## config.mk

```make
export PLATFORM = sky130hd
export DESIGN_NAME = lcc_top
export DESIGN_NICKNAME = d
export VERILOG_FILES = /design/src/hw/lcc_top.v /design/src/hw/lcc_lock_seq.v
export VERILOG_INCLUDE_DIRS = /design/src /design/src/hw
export SDC_FILE = /design/constraint.sdc
export NUM_CORES = 1
export LEC_CHECK = 0
export BUFFER_PORTS_ARGS = -buffer_cell sky130_fd_sc_hd__buf_2
export CORE_AREA = 2 2 233 235
export CTS_CLUSTER_DIAMETER = 30
export DETAILED_ROUTE_END_ITERATION = 10
export DIE_AREA = 0 0 235 237
export GPL_TIMING_DRIVEN = 0
export PLACE_DENSITY = 0.53
export SYNTH_ARGS = -nofsm -noshare
export SYNTH_HDL_FRONTEND = slang
export SYNTH_SLANG_ARGS = --single-unit
```

## constraint.sdc

```tcl
create_clock -name clk_i -period 2.6 [get_ports clk_i]
set_input_delay 0.39 -clock clk_i [delete_from_list [all_inputs] [get_ports clk_i]]
set_output_delay 0.39 -clock clk_i [all_outputs]
set_load 0.005 [all_outputs]
```

## src/hw/lcc_defines.vh

```
`ifndef LCC_DEFINES_VH
`define LCC_DEFINES_VH

// ==========================================
// Register byte offsets
`define LCC_REG_CTRL 8'h00
`define LCC_REG_STAT 8'h04
`define LCC_REG_MASK 8'h08
`define LCC_REG_FVEC 8'h0c
`define LCC_REG_PDB 8'h10

// ==========================================
// Register fields and reset values
`define LCC_CTRL_PG_BIT 0
`define LCC_CTRL_RST 32'h0000_0000
`define LCC_MASK_RST 5'h00
`define LCC_PDB_RST 32'h0000_0000
`define LCC_ST_UD 0
`define LCC_ST_DESC 1
`define LCC_ST_AC 2
`define LCC_ST_PF 3
`define LCC_ST_LOCK 4
`define LCC_ST_W 5

// ==========================================
// Fault vectors
`define LCC_VEC_UD 8'h06
`define LCC_VEC_GP 8'h0d
`define LCC_VEC_PF 8'h0e
`define LCC_VEC_AC 8'h11

// ==========================================
// Flag and descriptor fields
`define LCC_FLAG_AC_BIT 18
`define LCC_CR0_AM_BIT 18
`define LCC_AR_BAD_A 8'h80
`define LCC_AR_BAD_B 8'h00
`define LCC_AR_ACC_BIT 0
`define LCC_DW_ACC_BIT 8

// ==========================================
// Operation classes; all up to XOR are lockable
`define LCC_OP_BTS 5'h00
`define LCC_OP_BTR 5'h01
`define LCC_OP_BTC 5'h02
`define LCC_OP_SWAP 5'h03
`define LCC_OP_EXCHANGE_AND_SUM_OP 5'h04
`define LCC_OP_COMPARE_AND_SWAP_OP 5'h05
`define LCC_OP_INC 5'h06
`define LCC_OP_DEC 5'h07
`define LCC_OP_NOT 5'h08
`define LCC_OP_NEG 5'h09
`define LCC_OP_ADD 5'h0a
`define LCC_OP_ADC 5'h0b
`define LCC_OP_SUB 5'h0c
`define LCC_OP_SBB 5'h0d
`define LCC_OP_AND 5'h0e
`define LCC_OP_OR 5'h0f
`define LCC_OP_XOR 5'h10

`endif

```

## src/hw/lcc_top.v

```verilog
// Contract
// RL1: Access-rights bytes 80h and 00h are always invalid descriptors.
// RL2: Lock is legal only on bit-test-modify, exchange and arithmetic ops.
// RL3: Lock before any other instruction raises invalid opcode, vector 6.
// RL4: Lock on a legal op with a register destination also raises vector 6.
// RL5: Register-memory swap always runs a locked access, prefix or not.
// RL6: A locked access locks at least its destination operand area.
// RL7: Lock use is never checked against the I/O privilege level.
// RL8: Base plus offset past 16 MB carries into higher bits, no wrap.
// RL9: With paging on, page faults, vector 14, reach legacy tasks too.
// RL10: Switching to a legacy task leaves the page directory base as is.
// RL11: Alignment checking needs flag bit 18 and the control mask bit.
// RL12: With checking on, an unaligned reference raises vector 17.
// RL13: Descriptor loads set the accessed bit locked only if it was clear.
// RL14: The top descriptor word supplies upper base and limit bits.
// RL15: The bus lock stays asserted from read through write of a locked op.
// RL16: Lock legality is decided in decode before any memory access.
`timescale 1ns/1ps
`include "lcc_defines.vh"

module lcc_top (
    // Clock and reset
    input wire clk_i,
    input wire rst_i,
    // Wishbone slave
    input wire wb_cyc_i,
    input wire wb_stb_i,
    input wire wb_we_i,
    input wire [7:0] wb_adr_i,
    input wire [3:0] wb_sel_i,
    input wire [31:0] wb_dat_i,
    output reg [31:0] wb_dat_o,
    output reg wb_ack_o,
    // Decoded instruction
    input wire dec_valid_i,
    input wire [4:0] dec_op_i,
    input wire dec_lock_i,
    input wire dec_dst_reg_i,
    input wire [31:0] dec_addr_i,
    output reg dec_ready_o,
    output reg dec_accept_o,
    // Execution read and write halves of a locked op
    input wire [31:0] exe_wdata_i,
    input wire exe_wvalid_i,
    output wire [31:0] exe_rdata_o,
    output wire exe_rvalid_o,
    output wire exe_done_o,
    // Address generation
    input wire [31:0] agen_base_i,
    input wire [31:0] agen_off_i,
    output reg [31:0] agen_addr_o,
    // Memory reference check
    input wire mref_valid_i,
    input wire [1:0] mref_addr_lo_i,
    input wire [1:0] mref_size_i,
    input wire [31:0] eflags_i,
    input wire [31:0] control_reg_zero_i,
    // Page translation miss
    input wire pg_miss_i,
    // Task switch
    input wire ts_valid_i,
    input wire ts_legacy_i,
    input wire [31:0] ts_pdb_i,
    output reg [31:0] page_directory_base_o,
    // Descriptor load
    input wire dl_valid_i,
    input wire [7:0] dl_ar_i,
    input wire [15:0] dl_hi_i,
    input wire [31:0] dl_addr_i,
    output reg [7:0] desc_base_hi_o,
    output reg [3:0] desc_limit_hi_o,
    output reg dl_ok_o,
    // Faults and interrupt
    output reg fault_o,
    output reg [7:0] fault_vec_o,
    output reg irq_o,
    // Memory bus
    input wire mem_ack_i,
    input wire [31:0] mem_rdata_i,
    output wire mem_req_o,
    output wire mem_we_o,
    output wire [31:0] mem_addr_o,
    output wire [31:0] mem_wdata_o,
    output wire bus_lock_o
);

    reg [31:0] ctrl_r;
    reg [`LCC_ST_W-1:0] stat_r;
    reg [`LCC_ST_W-1:0] stat_nxt;
    reg [`LCC_ST_W-1:0] mask_r;
    reg [7:0] last_vec_r;
    reg [31:0] pdb_r;
    wire seq_busy;
    wire seq_done;
    wire [31:0] seq_rdata;
    wire seq_rvalid;

    // ==========================================
    // Decode-time lock legality
    wire lockable = (dec_op_i <= `LCC_OP_XOR); // RL2
    // No privilege input takes part in this check
    wire dec_take = dec_valid_i & dec_ready_o;
    wire ud_hit = dec_take & dec_lock_i &
        (~lockable | dec_dst_reg_i); // RL3 RL4 RL7
    wire swap_mem = (dec_op_i == `LCC_OP_SWAP) & ~dec_dst_reg_i;
    wire lock_go = dec_take & ~ud_hit & ~dec_dst_reg_i &
        (dec_lock_i | swap_mem); // RL5 RL16

    // ==========================================
    // Descriptor load checks
    wire dl_take = dl_valid_i & dec_ready_o & ~dec_valid_i;
    wire dl_bad = dl_take &
        ((dl_ar_i == `LCC_AR_BAD_A) | (dl_ar_i == `LCC_AR_BAD_B)); // RL1
    wire dl_good = dl_take & ~dl_bad;
    wire dl_lock = dl_good & ~dl_ar_i[`LCC_AR_ACC_BIT]; // RL13

    // ==========================================
    // Alignment and paging checks
    wire ac_on = eflags_i[`LCC_FLAG_AC_BIT] &
        control_reg_zero_i[`LCC_CR0_AM_BIT]; // RL11
    reg unaligned;
    always @* begin
        case (mref_size_i)
            2'h1: unaligned = mref_addr_lo_i[0];
            2'h2: unaligned = |mref_addr_lo_i;
            default: unaligned = 1'b0;
        endcase
    end
    wire ac_hit = mref_valid_i & ac_on & unaligned; // RL12
    wire pf_hit = pg_miss_i & ctrl_r[`LCC_CTRL_PG_BIT]; // RL9

    // ==========================================
    // Locked sequencer
    lcc_lock_seq u_seq (
        .clk_i(clk_i),
        .rst_i(rst_i),
        .start_i(lock_go | dl_lock),
        .desc_i(dl_lock),
        .addr_i(dl_lock ? dl_addr_i : dec_addr_i),
        .wdata_i(exe_wdata_i),
        .wvalid_i(exe_wvalid_i),
        .mem_ack_i(mem_ack_i),
        .mem_rdata_i(mem_rdata_i),
        .mem_req_o(mem_req_o),
        .mem_we_o(mem_we_o),
        .mem_addr_o(mem_addr_o),
        .mem_wdata_o(mem_wdata_o),
        .bus_lock_o(bus_lock_o),
        .busy_o(seq_busy),
        .rdata_o(seq_rdata),
        .rvalid_o(seq_rvalid),
        .done_o(seq_done)
    );
    assign exe_rdata_o = seq_rdata;
    assign exe_rvalid_o = seq_rvalid;
    assign exe_done_o = seq_done;

    // ==========================================
    // Datapath outputs
    always @(posedge clk_i) begin
        if (rst_i) begin
            dec_ready_o <= 1'b0;
            dec_accept_o <= 1'b0;
            agen_addr_o <= 32'h0000_0000;
            pdb_r <= `LCC_PDB_RST;
            page_directory_base_o <= `LCC_PDB_RST;
            desc_base_hi_o <= 8'h00;
            desc_limit_hi_o <= 4'h0;
            dl_ok_o <= 1'b0;
        end else begin
            dec_ready_o <= ~seq_busy & ~lock_go & ~dl_lock;
            dec_accept_o <= dec_take & ~ud_hit;
            agen_addr_o <= agen_base_i + agen_off_i; // RL8
            if (ts_valid_i & ~ts_legacy_i) begin
                pdb_r <= ts_pdb_i; // RL10
                page_directory_base_o <= ts_pdb_i;
            end
            dl_ok_o <= dl_good;
            if (dl_good) begin
                desc_base_hi_o <= dl_hi_i[15:8]; // RL14
                desc_limit_hi_o <= dl_hi_i[3:0]; // RL14
            end
        end
    end

    // ==========================================
    // Fault reporting, highest priority first
    always @(posedge clk_i) begin
        if (rst_i) begin
            fault_o <= 1'b0;
            fault_vec_o <= 8'h00;
            last_vec_r <= 8'h00;
        end else begin
            fault_o <= ud_hit | dl_bad | ac_hit | pf_hit;
            if (ud_hit) begin
                fault_vec_o <= `LCC_VEC_UD; // RL3
                last_vec_r <= `LCC_VEC_UD;
            end else if (dl_bad) begin
                fault_vec_o <= `LCC_VEC_GP;
                last_vec_r <= `LCC_VEC_GP;
            end else if (ac_hit) begin
                fault_vec_o <= `LCC_VEC_AC; // RL12
                last_vec_r <= `LCC_VEC_AC;
            end else if (pf_hit) begin
                fault_vec_o <= `LCC_VEC_PF; // RL9
                last_vec_r <= `LCC_VEC_PF;
            end
        end
    end

    // ==========================================
    // Wishbone register file
    wire wb_hit = wb_cyc_i & wb_stb_i & ~wb_ack_o;
    wire wb_wr = wb_hit & wb_we_i & wb_sel_i[0];
    wire [`LCC_ST_W-1:0] ev = {seq_done, pf_hit, ac_hit, dl_bad, ud_hit};

    always @* begin
        stat_nxt = stat_r;
        if (wb_wr && wb_adr_i == `LCC_REG_STAT) begin
            stat_nxt = stat_r & ~wb_dat_i[`LCC_ST_W-1:0];
        end
        stat_nxt = stat_nxt | ev;
    end

    always @(posedge clk_i) begin
        if (rst_i) begin
            ctrl_r <= `LCC_CTRL_RST;
            mask_r <= `LCC_MASK_RST;
            stat_r <= {`LCC_ST_W{1'b0}};
            irq_o <= 1'b0;
            wb_ack_o <= 1'b0;
            wb_dat_o <= 32'h0000_0000;
        end else begin
            stat_r <= stat_nxt;
            irq_o <= |(stat_r & mask_r);
            wb_ack_o <= wb_hit;
            if (wb_wr && wb_adr_i == `LCC_REG_CTRL) begin
                ctrl_r <= {31'h0000_0000, wb_dat_i[`LCC_CTRL_PG_BIT]};
            end
            if (wb_wr && wb_adr_i == `LCC_REG_MASK) begin
                mask_r <= wb_dat_i[`LCC_ST_W-1:0];
            end
            wb_dat_o <= 32'h0000_0000;
            if (wb_hit & ~wb_we_i) begin
                case (wb_adr_i)
                    `LCC_REG_CTRL: wb_dat_o <= ctrl_r;
                    `LCC_REG_STAT: wb_dat_o <= {27'h0000000, stat_r};
                    `LCC_REG_MASK: wb_dat_o <= {27'h0000000, mask_r};
                    `LCC_REG_FVEC: wb_dat_o <= {24'h000000, last_vec_r};
                    `LCC_REG_PDB: wb_dat_o <= pdb_r;
                    default: wb_dat_o <= 32'h0000_0000;
                endcase
            end
        end
    end

endmodule

```

## src/hw/lcc_lock_seq.v

```verilog
`timescale 1ns/1ps
`include "lcc_defines.vh"

module lcc_lock_seq (
    // Clock and reset
    input wire clk_i,
    input wire rst_i,
    // Start request
    input wire start_i,
    input wire desc_i,
    input wire [31:0] addr_i,
    // Write half from the execution side
    input wire [31:0] wdata_i,
    input wire wvalid_i,
    // Memory bus
    input wire mem_ack_i,
    input wire [31:0] mem_rdata_i,
    output reg mem_req_o,
    output reg mem_we_o,
    output reg [31:0] mem_addr_o,
    output reg [31:0] mem_wdata_o,
    output reg bus_lock_o,
    // Status back to the caller
    output reg busy_o,
    output reg [31:0] rdata_o,
    output reg rvalid_o,
    output reg done_o
);

    localparam S_IDLE = 4'b0001;
    localparam S_RD = 4'b0010;
    localparam S_WAITW = 4'b0100;
    localparam S_WR = 4'b1000;

    reg [3:0] state_r;
    reg desc_r;

    // ==========================================
    // Locked read-modify-write
    always @(posedge clk_i) begin
        if (rst_i) begin
            state_r <= S_IDLE;
            desc_r <= 1'b0;
            mem_req_o <= 1'b0;
            mem_we_o <= 1'b0;
            mem_addr_o <= 32'h0000_0000;
            mem_wdata_o <= 32'h0000_0000;
            bus_lock_o <= 1'b0;
            busy_o <= 1'b0;
            rdata_o <= 32'h0000_0000;
            rvalid_o <= 1'b0;
            done_o <= 1'b0;
        end else begin
            rvalid_o <= 1'b0;
            done_o <= 1'b0;
            case (state_r)
                S_IDLE: begin
                    if (start_i) begin
                        desc_r <= desc_i;
                        mem_req_o <= 1'b1;
                        mem_we_o <= 1'b0;
                        mem_addr_o <= addr_i; // RL6
                        bus_lock_o <= 1'b1; // RL15
                        busy_o <= 1'b1;
                        state_r <= S_RD;
                    end
                end
                S_RD: begin
                    if (mem_ack_i) begin
                        rdata_o <= mem_rdata_i;
                        if (desc_r) begin
                            mem_we_o <= 1'b1;
                            mem_wdata_o <= mem_rdata_i |
                                (32'h0000_0001 << `LCC_DW_ACC_BIT); // RL13
                            state_r <= S_WR;
                        end else begin
                            mem_req_o <= 1'b0;
                            rvalid_o <= 1'b1;
                            state_r <= S_WAITW;
                        end
                    end
                end
                S_WAITW: begin
                    if (wvalid_i) begin
                        mem_req_o <= 1'b1;
                        mem_we_o <= 1'b1;
                        mem_wdata_o <= wdata_i;
                        state_r <= S_WR;
                    end
                end
                S_WR: begin
                    if (mem_ack_i) begin
                        mem_req_o <= 1'b0;
                        mem_we_o <= 1'b0;
                        bus_lock_o <= 1'b0; // RL15
                        busy_o <= 1'b0;
                        done_o <= 1'b1;
                        state_r <= S_IDLE;
                    end
                end
                default: begin
                    state_r <= S_IDLE;
                end
            endcase
        end
    end

endmodule

```

* Word-level counts from Yosys, hierarchy flattened
Cells that the tools add are included.
** Cells by class
- $add $sub $neg :: 1
- Bitwise operators :: 51
- Reductions and logical operators :: 25
- Mux-type cells :: 31
- $lt $le $gt $ge :: 1
- Equal/unequal tests :: 18
** Operators by type and width (count)
- case mux 32 bit (5 select lines) :: 1
- two-way mux 32 bit :: 4
- case mux 32 bit (2 select lines) :: 1
- adder 32 bit :: 1
- AND 1 bit :: 24
- two-way mux 4 bit :: 6
- == test 8 x 4 -> 1 bit (second input constant) :: 2
- logical NOT 8 bit :: 2
- inverter 1 bit :: 16
- case mux 4 bit (4 select lines) :: 1
- two-way mux 5 bit :: 3
- AND reduction 6 bit :: 2
- AND 5 bit :: 2
- two-way mux 1 bit :: 10
- == test 8 x 3 -> 1 bit (second input constant) :: 1
- == test 8 x 5 -> 1 bit (second input constant) :: 1
- == test 8 bit (second input constant) :: 1
- != test 2 bit (second input constant) :: 4
- case mux 1 bit (4 select lines) :: 2
- AND reduction 4 bit :: 2
- nonzero test 4 bit :: 2
- OR reduction 2 bit :: 4
- OR 1 bit :: 7
- nonzero test 2 bit :: 3
- 19 further kinds :: 25
** Word-level totals
- Logic and storage cells :: 154
- Register bits :: 236
- Output and inout bits :: 223
- Bits of input ports :: 380

* Longest topological paths before layout
Gate-level depths: netlist of the first run.
- Word-level depth :: 11
- Gate-level depth with buffers :: 11
- Mapped depth without buffers :: 11

* Cells and area by module
From an unflattened synthesis of the first run, not the netlist that was laid out.
** Second synthesis, totals
- Cells, all modules :: 1207
- Area total of the unflattened synthesis :: 10832.9 um^2
** By module, submodules not included
- lcc_top :: area each 6372.4 um^2, instances 1, cells each 720, sequential area each 2602.5 um^2
- lcc_lock_seq :: area each 4460.5 um^2, instances 1, cells each 487, sequential area each 2122.0 um^2

* Worst setup path after synthesis of the first run
Ideal clock, no wire load.
- Path kind :: input to register
- Start point :: input agen_base_i[0]
- End point :: register agen_addr_o[26]
- Setup time :: 121 ps
- Arrival time :: 2333 ps
- Required time :: 2479 ps
- Slack :: 146 ps
- Stages :: 11
- Cells stage by stage :: ha_1 inv_1 fa_1 nor2b_1 o31a_1 o31a_1 nor3_1 nor2_1 nor2_1 o41ai_2 mux2_2
** On the way
- Cells in the longest elaborated chain, start to end :: 1
** Ends and longest elaborated chain
- start, declared :: line lcc_top.v:49 : input wire [31:0] agen_base_i,
- adder 32 bit :: line lcc_top.v:173 : agen_addr_o <= agen_base_i + agen_off_i;
- end signal, assigned :: line lcc_top.v:173
- end, declared :: line lcc_top.v:51 : output reg [31:0] agen_addr_o,
No other way between the ends.
A chain may end at the register's enable or synchronous reset.

* Worst setup path in the final report of the first run
Same ends and word-level chain as after synthesis.

==> impl_metrics.tcl, run 1 <==
set metrics [dict create \
    status "finished clean" \
    synth_area_leaders "dfxtp_1, mux2i_1, nand2_1" \
    grt_usage_pct 15.3 \
    synth.distinct_cells 63 \
    die_w_um 235 \
    ys_seq_area_share_pct 45.6 \
    grt_overflow_total 0 \
    htree_levels 3 \
    drtAntennaViolNets 0 \
    finClkSkew_ns 0.0526 \
    hold_path.class "input pin to flop" \
    seqCellArea_mm2 0.00473 \
    routed_via_density 4.34 \
    grt_pass1_wl_um 65200 \
    worstSetupEndpointType "flop" \
    setup_viol 0 \
    synth-xor-area-share_pct 1.78 \
    path_class "input pin to flop" \
    hpwl_um 35000 \
    drt-initial-drc-count 386 \
    p_int_mw 10.5 \
    path_cells "buf_2 > ha_1 > inv_1 > fa_1 > nor2b_1 > o31a_1 > o31a_1 > nor3_1 > nor2_1 > nor2_1 > o41ai_2 > mux2_2" \
    syn_inst 1194 \
    power_frac_comb_pct 9.1 \
    syn-cell-area_mm2 0.0104 \
    rows 85 \
    drv_slew 0 \
    antenna_found_initial 6 \
    ys.flop_type "dfxtp_1" \
    final_common_cell "buf_2" \
    switchingPower_mw 3.35 \
    synthMuxAreaShare_pct 8.81 \
    yosys.area_share.adder_pct 4.18 \
    first_global_vias 11100 \
    start_util_pct 19.4 \
    drive_above_1_share_pct 35.7 \
    dr_total_vias 11000 \
    post_drt_wl_per_cell_um 17.5 \
    port_buffers 500 \
    p_leak_nw 7.37 \
    seqPwrFrac_pct 27.6 \
    crit_arrival_ns 2.93 \
    die_y_um 237 \
    syn_avg_cell_area_um2 8.68 \
    clk_pin_slew_worst_paths_ns 0.04 \
    ioPinCount 603 \
    fin_nets 2198 \
    place_area_mm2 0.0137 \
    final_area_mm2 0.0164 \
    cts_setup_buffers 0 \
    grt_max_degree 13 \
    async_flop_share_pct 0 \
    cp_max_fo 4 \
    p_total_mw 13.9 \
    final_cell_mix "buf_2, dfxtp_1, nand2_1" \
    vdd_ir_drop_max_mv 0.663 \
    finalWeightedCongestion 0.858 \
    synth_compound_gate_area_share_pct 16.8 \
    cp.required_ns 3.08 \
    drc_errors 0 \
    dp_slack_ns -0.409 \
    crit_buf_inv 2 \
    grt_setup_unrepaired "no" \
    pwr-share-clk_pct 63.4 \
    synth_top_area_share_pct 45.6 \
    cp_top_family "compound AO/OA/AOI/OAI gates" \
    power.density_mw_per_mm2 844 \
    drtPass1Iterations 6 \
    synth_top_family_by_area "simple AND/OR/NAND/NOR gates" \
    multi_input_area_mm2 0.00530 \
    relSlewSlack_pct 34.6 \
    clockBufferDepth 3 \
    setup_slack_ns 0.142 \
    fill_cells 5652 \
    fp.coreArea_mm2 0.0533 \
    dieArea_mm2 0.0557 \
    startpoint_type "input pin" \
    hold_viol 0 \
    yosys_warnings 0 \
    yosysTopAreaCell "dfxtp_1" \
    worst_path_largest_cell_delay_ns 0.48 \
    worstMarginPinSlew_ns 0.981 \
    rrSetupSlack_ns 0.29 \
    routed_wirelength_um 44200 \
    cts_tree "done" \
    max_freq_mhz 407 \
    p_sw_share_pct 24.2 \
    ys_ff_latch 236 \
    fin_crit_ns 2.46 \
    synth-edff-count 0 \
    numCtsBuffers 66 \
    cts.sinks 236 \
    cts_root_buffer "clkbuf_16" \
    cpMaxStageDelayCell "o41ai_2" \
    insertion_delay_ns 0.60 \
    drv_cap 0 \
    fin_crit_sh_pct 94.6 \
    synthSimpleGateAreaFrac_pct 19.2 \
    syn2layout_area_growth_pct 58.6 \
]
==> cell usage after synthesis (all sizes together) (10+ instances only) <==
library cell / number
nand3: 14
and3: 29
clkbuf: 49
a211oi: 75
xor2: 13
buf: 26
nand2: 172
o21ai: 24
nor2: 157
nor3: 26
a21oi: 113
nor2b: 10
inv: 15
ha: 33
dfxtp: 236
mux2i: 81
==> power groups by stage <==
stage	combinational, mW	sequential [mW]	clock (mW)
after floorplan	0.612	3.89	0
after global placement	1.23	3.88	0
after detailed placement	1.23	3.89	0
after CTS	1.27	3.83	8.97
after global routing	1.39	3.84	9.17
final	1.26	3.83	8.79
==> worst min-delay path: cells and delay by family <==
kind                   cells  cell delay (ns)
buffers and inverters      1             0.10
AND/OR/NAND/NOR            1             0.05
AO/OA/AOI/OAI              1             0.06
==> sequential cells by signal (all words and copies together) (netlist names), 4 cells and up <==
register           flops
agen_addr_o           32
desc_base_hi_o         8
desc_limit_hi_o        4
u_seq.state_r          4
stat_r                 5
wb_dat_o              32
u_seq.mem_addr_o      32
u_seq.mem_wdata_o     32
mask_r                 5
u_seq.rdata_o         32
pdb_r                 32
fault_vec_o            5
==> stage by stage <==
| stage | utilization (%) | std cells | hold slack [ns] | TNS (ns) |
|---|---|---|---|---|
| after CTS | 30.8 | 2529 | 0.0000529 | 0 |
| final | 30.8 | 2531 | 0.0457 | 0 |
| after floorplan | - | 1196 | 0.444 | 0 |
| after global placement | 25.8 | 2392 | 0.441 | -16.33 |
| after detailed placement | 25.8 | 2392 | 0.446 | -17.94 |
| after global routing | 30.8 | 2531 | 0.0107 | 0 |
==> cells by family after synthesis <==
| family | Yosys count |
|---|---|
| buffers and inverters | 90 |
| adder cells (fa/ha/maj) | 34 |
| multiplexers | 90 |
| other | 1 |
| XOR/XNOR | 21 |
| AO/OA/AOI/OAI | 272 |
| AND/OR/NAND/NOR | 450 |
| flip-flops | 236 |
==> cell type report <==
cell class,instances,area share [%]
clock buffers,84,10.9
clock inverters,33,3.98
repair buffers,520,16.5
well taps,696,5.30
multi-input cells,870,32.3
plain buffers,75,1.99
inverters,15,0.343
flip-flops and latches,236,28.8
diodes,2,0.0305
==> layer usage <==
layer	vias up	wire length, um	GRT usage [%]
li1	5392	-	-
met5	-	22	0
met4	4	1500	6.54
met1	5097	18100	17.2
met3	88	2960	4.99
met2	410	21700	26.6
==> path summary, 6_finish.rpt <==
path	from	end	cells past startpoint
worst max-delay path	agen_base_i[0]	agen_addr_o[26]	12
worst min-delay path	ts_pdb_i[18]	pdb_r[18]	3
worst max register to register	u_seq.state_r[3]	u_seq.mem_wdata_o[23]	6
worst min register to register	u_seq.rdata_o[16]	u_seq.rdata_o[16]	2
==> what timing repair did <==
action                                 CTS  global route
pin swaps                                0             1
endpoints found under the hold margin   20             0
setup endpoints to repair               46            39
gates resized for setup                  5            11
hold buffers                            20             0
Note: power is estimated with default switching activity, not from simulation.
==> inputs of run 2 (changes only) <==
--- a/config.mk
+++ b/config.mk
@@ -6,13 +6,14 @@
 export SDC_FILE = /design/constraint.sdc
 export NUM_CORES = 1
 export LEC_CHECK = 0
+export ABC_AREA = 1
 export BUFFER_PORTS_ARGS = -buffer_cell sky130_fd_sc_hd__buf_2
-export CORE_AREA = 2 2 233 235
+export CORE_AREA = 2 2 237 239
 export CTS_CLUSTER_DIAMETER = 30
 export DETAILED_ROUTE_END_ITERATION = 10
-export DIE_AREA = 0 0 235 237
+export DIE_AREA = 0 0 239 241
 export GPL_TIMING_DRIVEN = 0
-export PLACE_DENSITY = 0.53
+export PLACE_DENSITY = 0.52
 export SYNTH_ARGS = -nofsm -noshare
 export SYNTH_HDL_FRONTEND = slang
 export SYNTH_SLANG_ARGS = --single-unit
==> run 2 against run 1 <==
  * Sequential share of layout area fell by 0.18 points
  * Power rose by 5.2%
  * Non-clock buffer count fell by 25
  * Register-to-register slack barely moved
  * Final cell count rose by 12%
  * Combinational power rose by 52%
  * Sequential power rose by 5.7%
  * Worst hold slack improved by 0.0048 ns
  * Area after synthesis rose by 3.3%
  * Final area rose by 0.60%
  * Flip-flop and latch count did not move
  * Critical endpoint is now u_seq.mem_addr_o[9]
==> impl_metrics.tcl, run 2 <==
set metrics [dict create \
    status "finished clean" \
    rrSetupSlack_ns 0.28 \
    drt-initial-drc-count 517 \
    regToRegStartpoint "dec_ready_o" \
    max_freq_mhz 431 \
    drtPass1Iterations 5 \
    first_global_vias 12000 \
    antenna_found_initial 4 \
    fin_crit_sh_pct 89.3 \
    pwr-share-clk_pct 59.1 \
    hold_depth 3 \
    fin_setup_tns_ns 0 \
    worst_path_largest_cell_delay_ns 0.45 \
    ys_ff_latch 236 \
    switchingPower_mw 3.92 \
    power.density_mw_per_mm2 883 \
    path_cells "nand2_1 > nor2_1 > nand3b_2 > inv_1 > clkbuf_1 > nand2_1 > nand2_1 > o21ai_0 > nor2_1" \
    worstSetupEndpointType "flop" \
    syn2layout_area_growth_pct 54.5 \
    drive_above_1_share_pct 31.9 \
    drc_errors 0 \
    dp_slack_ns -0.459 \
    power_frac_comb_pct 13.2 \
    yosysTopAreaCell "dfxtp_1" \
    hold_path.class "input pin to flop" \
    post_drt_wl_per_cell_um 16.6 \
    timing.hold.ws_ns 0.0505 \
    grt_usage_pct 15.7 \
    setup_viol 0 \
    diodes 0 \
    synth.most_common_cell "nand2_1" \
    htree_levels 3 \
    cp_max_fo 10 \
    cts.sinks 236 \
    cts_root_buffer "clkbuf_16" \
    post-route-util_pct 30.1 \
    ys_seq_area_share_pct 44.2 \
    p_int_mw 10.7 \
    fin_crit_ns 2.32 \
    hold_path_end "desc_limit_hi_o[3]" \
    port_buffers 500 \
    met2_usage_pct 26.6 \
    routed_wirelength_um 47200 \
    vdd_ir_drop_max_mv 0.512 \
    cts_tree "done" \
    hold_start "dl_hi_i[3]" \
    grt_setup_unrepaired "no" \
    crit_arrival_ns 2.82 \
    finClkSkew_ns 0.0192 \
    die_y_um 241 \
    clockBufferDepth 3 \
    rows 86 \
    syn_avg_cell_area_um2 7.12 \
    r2r_cells 9 \
    crit_top_cell "nand2_1" \
    cts_hold_buf 0 \
    routed_via_density 4.31 \
    cp.required_ns 3.10 \
    global_route.usage.met1_pct 18.0 \
    crit_buf_inv 2 \
    async_flop_share_pct 0 \
    fill_cells 5921 \
    setup_slack_ns 0.279 \
    clk_pin_slew_worst_paths_ns 0.04 \
    fp.coreArea_mm2 0.0549 \
    start_util_pct 19.5 \
    relSlewSlack_pct 27.2 \
    fin_nets 2492 \
    numCtsBuffers 71 \
    cpMaxStageDelayCell "dfxtp_1" \
    grt_util_met3_pct 5.19 \
    final_cell_mix "buf_2, nand2_1, nor2_1" \
    dieArea_mm2 0.0576 \
    die_w_um 239 \
    synth.distinct_cells 39 \
    yosys_warnings 0 \
    grt_overflow_total 0 \
    path_class "flop to flop" \
    grt_max_degree 11 \
    p_sw_share_pct 26.9 \
    grt_pass1_wl_um 68700 \
    hold_viol 0 \
    ioPinCount 603 \
    worstMarginPinSlew_ns 1.09 \
    synth_top_area_share_pct 44.2 \
    ys.flop_type "dfxtp_1" \
    synth_area_leaders "dfxtp_1, nand2_1, nor2_1" \
    hpwl_um 38000 \
    cp_top_family "simple AND/OR/NAND/NOR gates" \
    p_leak_nw 8.07 \
    busiest_layer "met2" \
    startpoint_type "flop" \
    dr_total_vias 12200 \
    synth-edff-count 0 \
    place_area_mm2 0.0141 \
    final_common_cell "buf_2" \
    syn_inst 1503 \
    ys_top_cells_by_count "nand2_1, nor2_1, dfxtp_1" \
    seqPwrFrac_pct 27.7 \
    drv_slew 0 \
    r2r_end "u_seq.mem_addr_o[9]" \
    finalWeightedCongestion 0.904 \
    final_area_mm2 0.0165 \
    drtAntennaViolNets 0 \
    syn-cell-area_mm2 0.0107 \
    drv_cap 0 \
    insertion_delay_ns 0.57 \
]
## run 2: cell type report
cell class              instances  area [um^2]  share of cell area [%]
clock inverters                40          440                    2.66
plain buffers                  70          289                    1.75
multi-input cells            1080         5250                    31.7
well taps                     704          881                    5.33
repair buffers                500         2500                    15.1
inverters                     119          447                    2.70
clock buffers                  89         2000                    12.1
flip-flops and latches        236         4720                    28.6
## run 2: cells by family after synthesis
family,after synthesis,share of synthesized area [%]
compound gates,310,14.8
xor+xnor,1,0.0819
fa+ha+maj,34,4.05
buf+inv,189,6.87
flops,236,44.2
mux,31,3.26
other cells,1,0.0351
simple gates,701,26.7
## run 2: layer usage
layer | vias to the layer above | share of wire [%]
met4 | 8 | 3.1
met1 | 5542 | 41
met3 | 100 | 8.2
met5 | - | 0.10
li1 | 6090 | -
met2 | 485 | 48
## run 2: power groups by stage
stage                     clock [mW]  combinational, mW  sequential (mW)
after global placement             0               1.94             4.10
after detailed placement           0               1.94             4.11
after global routing            9.03               2.16             4.07
after floorplan                    0              0.972             4.11
after CTS                       8.82               1.95             4.05
final                           8.63               1.92             4.05
## run 2: worst max path at each step
stage | from | depth (start not counted) | slack, ns | endpoint
after floorplan | agen_base_i[0] | 13 | 0.59 | agen_addr_o[30]
after global placement | rst_i | 6 | -0.42 | u_seq.mem_addr_o[31]
after detailed placement | rst_i | 6 | -0.46 | u_seq.mem_addr_o[31]
after CTS | dec_ready_o | 9 | 0.07 | u_seq.mem_addr_o[26]
after global routing | rst_i | 6 | 0.06 | u_seq.mem_addr_o[31]
final | dec_ready_o | 9 | 0.28 | u_seq.mem_addr_o[9]
## run 2: worst reg2reg max path, delay by kind of cell (launching register included)
| family | cells | cell delay [ns] |
|---|---|---|
| compound gates | 1 | 0.10 |
| buf+inv | 2 | 0.77 |
| flops | 1 | 0.45 |
| simple gates | 6 | 0.94 |
## run 2: timing repair
item | in CTS | in global routing
endpoints found under the setup margin | 0 | 7
resized for setup | 0 | 2
buffers inserted | 0 | 0
## run 2: metrics by stage
stage / std cells / total power, mW
2_1_floorplan: 1505 / 5.08
3_3_place_gp: 2709 / 6.04
3_5_place_dp: 2709 / 6.05
4_1_cts: 2838 / 14.8
5_1_grt: 2838 / 15.3
6_report: 2838 / 14.6
==> inputs of run 3 (changes only) <==
--- a/config.mk
+++ b/config.mk
@@ -13,6 +13,7 @@
 export DETAILED_ROUTE_END_ITERATION = 10
 export DIE_AREA = 0 0 239 241
 export GPL_TIMING_DRIVEN = 0
+export MAX_ROUTING_LAYER = met4
 export PLACE_DENSITY = 0.52
 export SYNTH_ARGS = -nofsm -noshare
 export SYNTH_HDL_FRONTEND = slang
==> run 3 against run 2 <==
  * Highest routed layer is now met4
  * Combinational power hardly changed
  * First-iteration DRC count up 2.7%
  * Largest power group unchanged
  * Power is 3.2% lower
  * Final area is 0.90% lower
==> impl_metrics.tcl, run 3 (same netlist as run 2, synthesis figures left out) <==
set metrics [dict create \
    relSlewSlack_pct 31.0 \
    first_global_vias 12100 \
    final_common_cell "buf_2" \
    port_buffers 500 \
    p_sw_share_pct 26.2 \
    crit_arrival_ns 2.79 \
    cts_hold_buf 0 \
    hpwl_um 38100 \
    fin_cells 2834 \
    vdd_ir_drop_max_mv 0.419 \
    drv_slew 0 \
    fin_nets 2489 \
    grt_pass1_wl_um 68500 \
    place_inst 2709 \
    startpoint_type "flop" \
    routed_via_density 4.31 \
    finClkSkew_ns 0.0287 \
    htree_levels 3 \
    syn2layout_area_growth_pct 53.1 \
    hold_path.class "input pin to flop" \
    path_class "flop to flop" \
    grt_overflow_total 0 \
    fp.coreArea_mm2 0.0549 \
    cts_tree "done" \
    numCtsBuffers 68 \
    die_y_um 241 \
    fin_crit_sh_pct 87.8 \
    max_freq_mhz 438 \
    finalWeightedCongestion 0.909 \
    clk_pin_slew_worst_paths_ns 0.04 \
    ioPinCount 603 \
    switchingPower_mw 3.70 \
    dp_slack_ns -0.408 \
    seqPwrFrac_pct 28.7 \
    p_total_mw 14.1 \
    hold_viol 0 \
    power.density_mw_per_mm2 863 \
    dr_total_vias 12200 \
    routed_wirelength_um 47100 \
    cts_root_buffer "clkbuf_16" \
    grt_usage_pct 16.2 \
    worstSetupEndpointType "flop" \
    antenna_found_initial 5 \
    status "finished clean" \
    post-route-util_pct 29.8 \
    rows 86 \
    final_area_mm2 0.0164 \
    start_util_pct 19.5 \
    drtPass1Iterations 6 \
    setup_viol 0 \
    worstMarginPinSlew_ns 1.03 \
    p_int_mw 10.4 \
    post_drt_wl_per_cell_um 16.6 \
    place_area_mm2 0.0141 \
    drtAntennaViolNets 0 \
    drc_errors 0 \
    pwr-share-clk_pct 57.7 \
    fin_crit_ns 2.28 \
    die_w_um 239 \
    clockBufferDepth 3 \
    insertion_delay_ns 0.58 \
    drive_above_1_share_pct 31.1 \
    drv_cap 0 \
    setup_slack_ns 0.317 \
    dieArea_mm2 0.0576 \
    cp_max_fo 10 \
    power_frac_comb_pct 13.6 \
    grt_setup_unrepaired "no" \
    drt-initial-drc-count 531 \
    p_leak_nw 8.02 \
    final_cell_mix "buf_2, nand2_1, nor2_1" \
    grt_max_degree 11 \
    cts.sinks 236 \
    cp.required_ns 3.11 \
]
[run 3: cell count changes in the layout (fill, tap and decap cells not counted)]
| cell | delta |
|---|---|
| clkinv_8 | +1 |
| clkbuf_1 | +9 |
| clkbuf_16 | -3 |
| clkinv_4 | -6 |
| inv_6 | -1 |
| clkinv_2 | -1 |
| clkinvlp_4 | -10 |
| diode_2 | +7 |
[run 3: cell type report]
cell class | count | area [um^2]
clock inverter | 23 | 315
clock buffer | 95 | 1960
antenna | 7 | 17.5
buffer | 70 | 289
inverter | 119 | 447
multi-input combinational | 1080 | 5250
sequential | 236 | 4720
fill | 6028 | 38500
tap | 704 | 881
timing repair buffer | 500 | 2500
[run 3: power by group through the flow]
stage          logic (mW)  registers (mW)  clock network [mW]
6_report             1.92            4.05                8.16
5_1_grt              2.18            4.07                8.54
3_5_place_dp         1.94            4.11                   0
4_1_cts              1.95            4.05                8.35
2_1_floorplan       0.972            4.11                   0
3_3_place_gp         1.94            4.10                   0
[run 3: per-stage QoR]
step	TNS [ns]	hold WS (ns)
final	0	0.0471
after CTS	0	0.00255
after detailed placement	-17.94	0.448
after global placement	-15.62	0.438
after floorplan	0	0.436
after global routing	0	0.0231
[run 3: worst paths after layout]
kind,end,cells past startpoint,startpoint,slack [ns]
max,u_seq.mem_addr_o[29],9,dec_ready_o,0.32
min,desc_base_hi_o[6],3,dl_hi_i[14],0.05
max reg2reg,u_seq.mem_addr_o[29],9,dec_ready_o,0.32
min reg2reg,u_seq.mem_we_o,2,u_seq.mem_we_o,0.45
[run 3: worst max-delay path, cell delays in order (launching register included)]
cell	delay, ns
dfxtp_1	0.45
nand2_1	0.11
nor2_1	0.20
nand3b_2	0.32
nand2_1	0.24
nand2_1	0.25
inv_1	0.21
buf_2	0.27
nor2_1	0.08
nor2_1	0.10
[run 3: layer usage]
metal | share of wire, % | vias to the layer above | GRT usage [%]
met2 | 47 | 494 | 26.4
li1 | - | 6079 | -
met1 | 42 | 5538 | 18.2
met3 | 8.2 | 95 | 5.12
met5 | 0 | - | -
met4 | 3.2 | 0 | 7.18
[run 3: what timing repair did]
| action | in CTS | in global routing |
|---|---|---|
| buffers inserted | 0 | 0 |
| setup endpoints to repair | 0 | 9 |
| hold endpoints to repair | 0 | 0 |
| gates resized for setup | 0 | 2 |
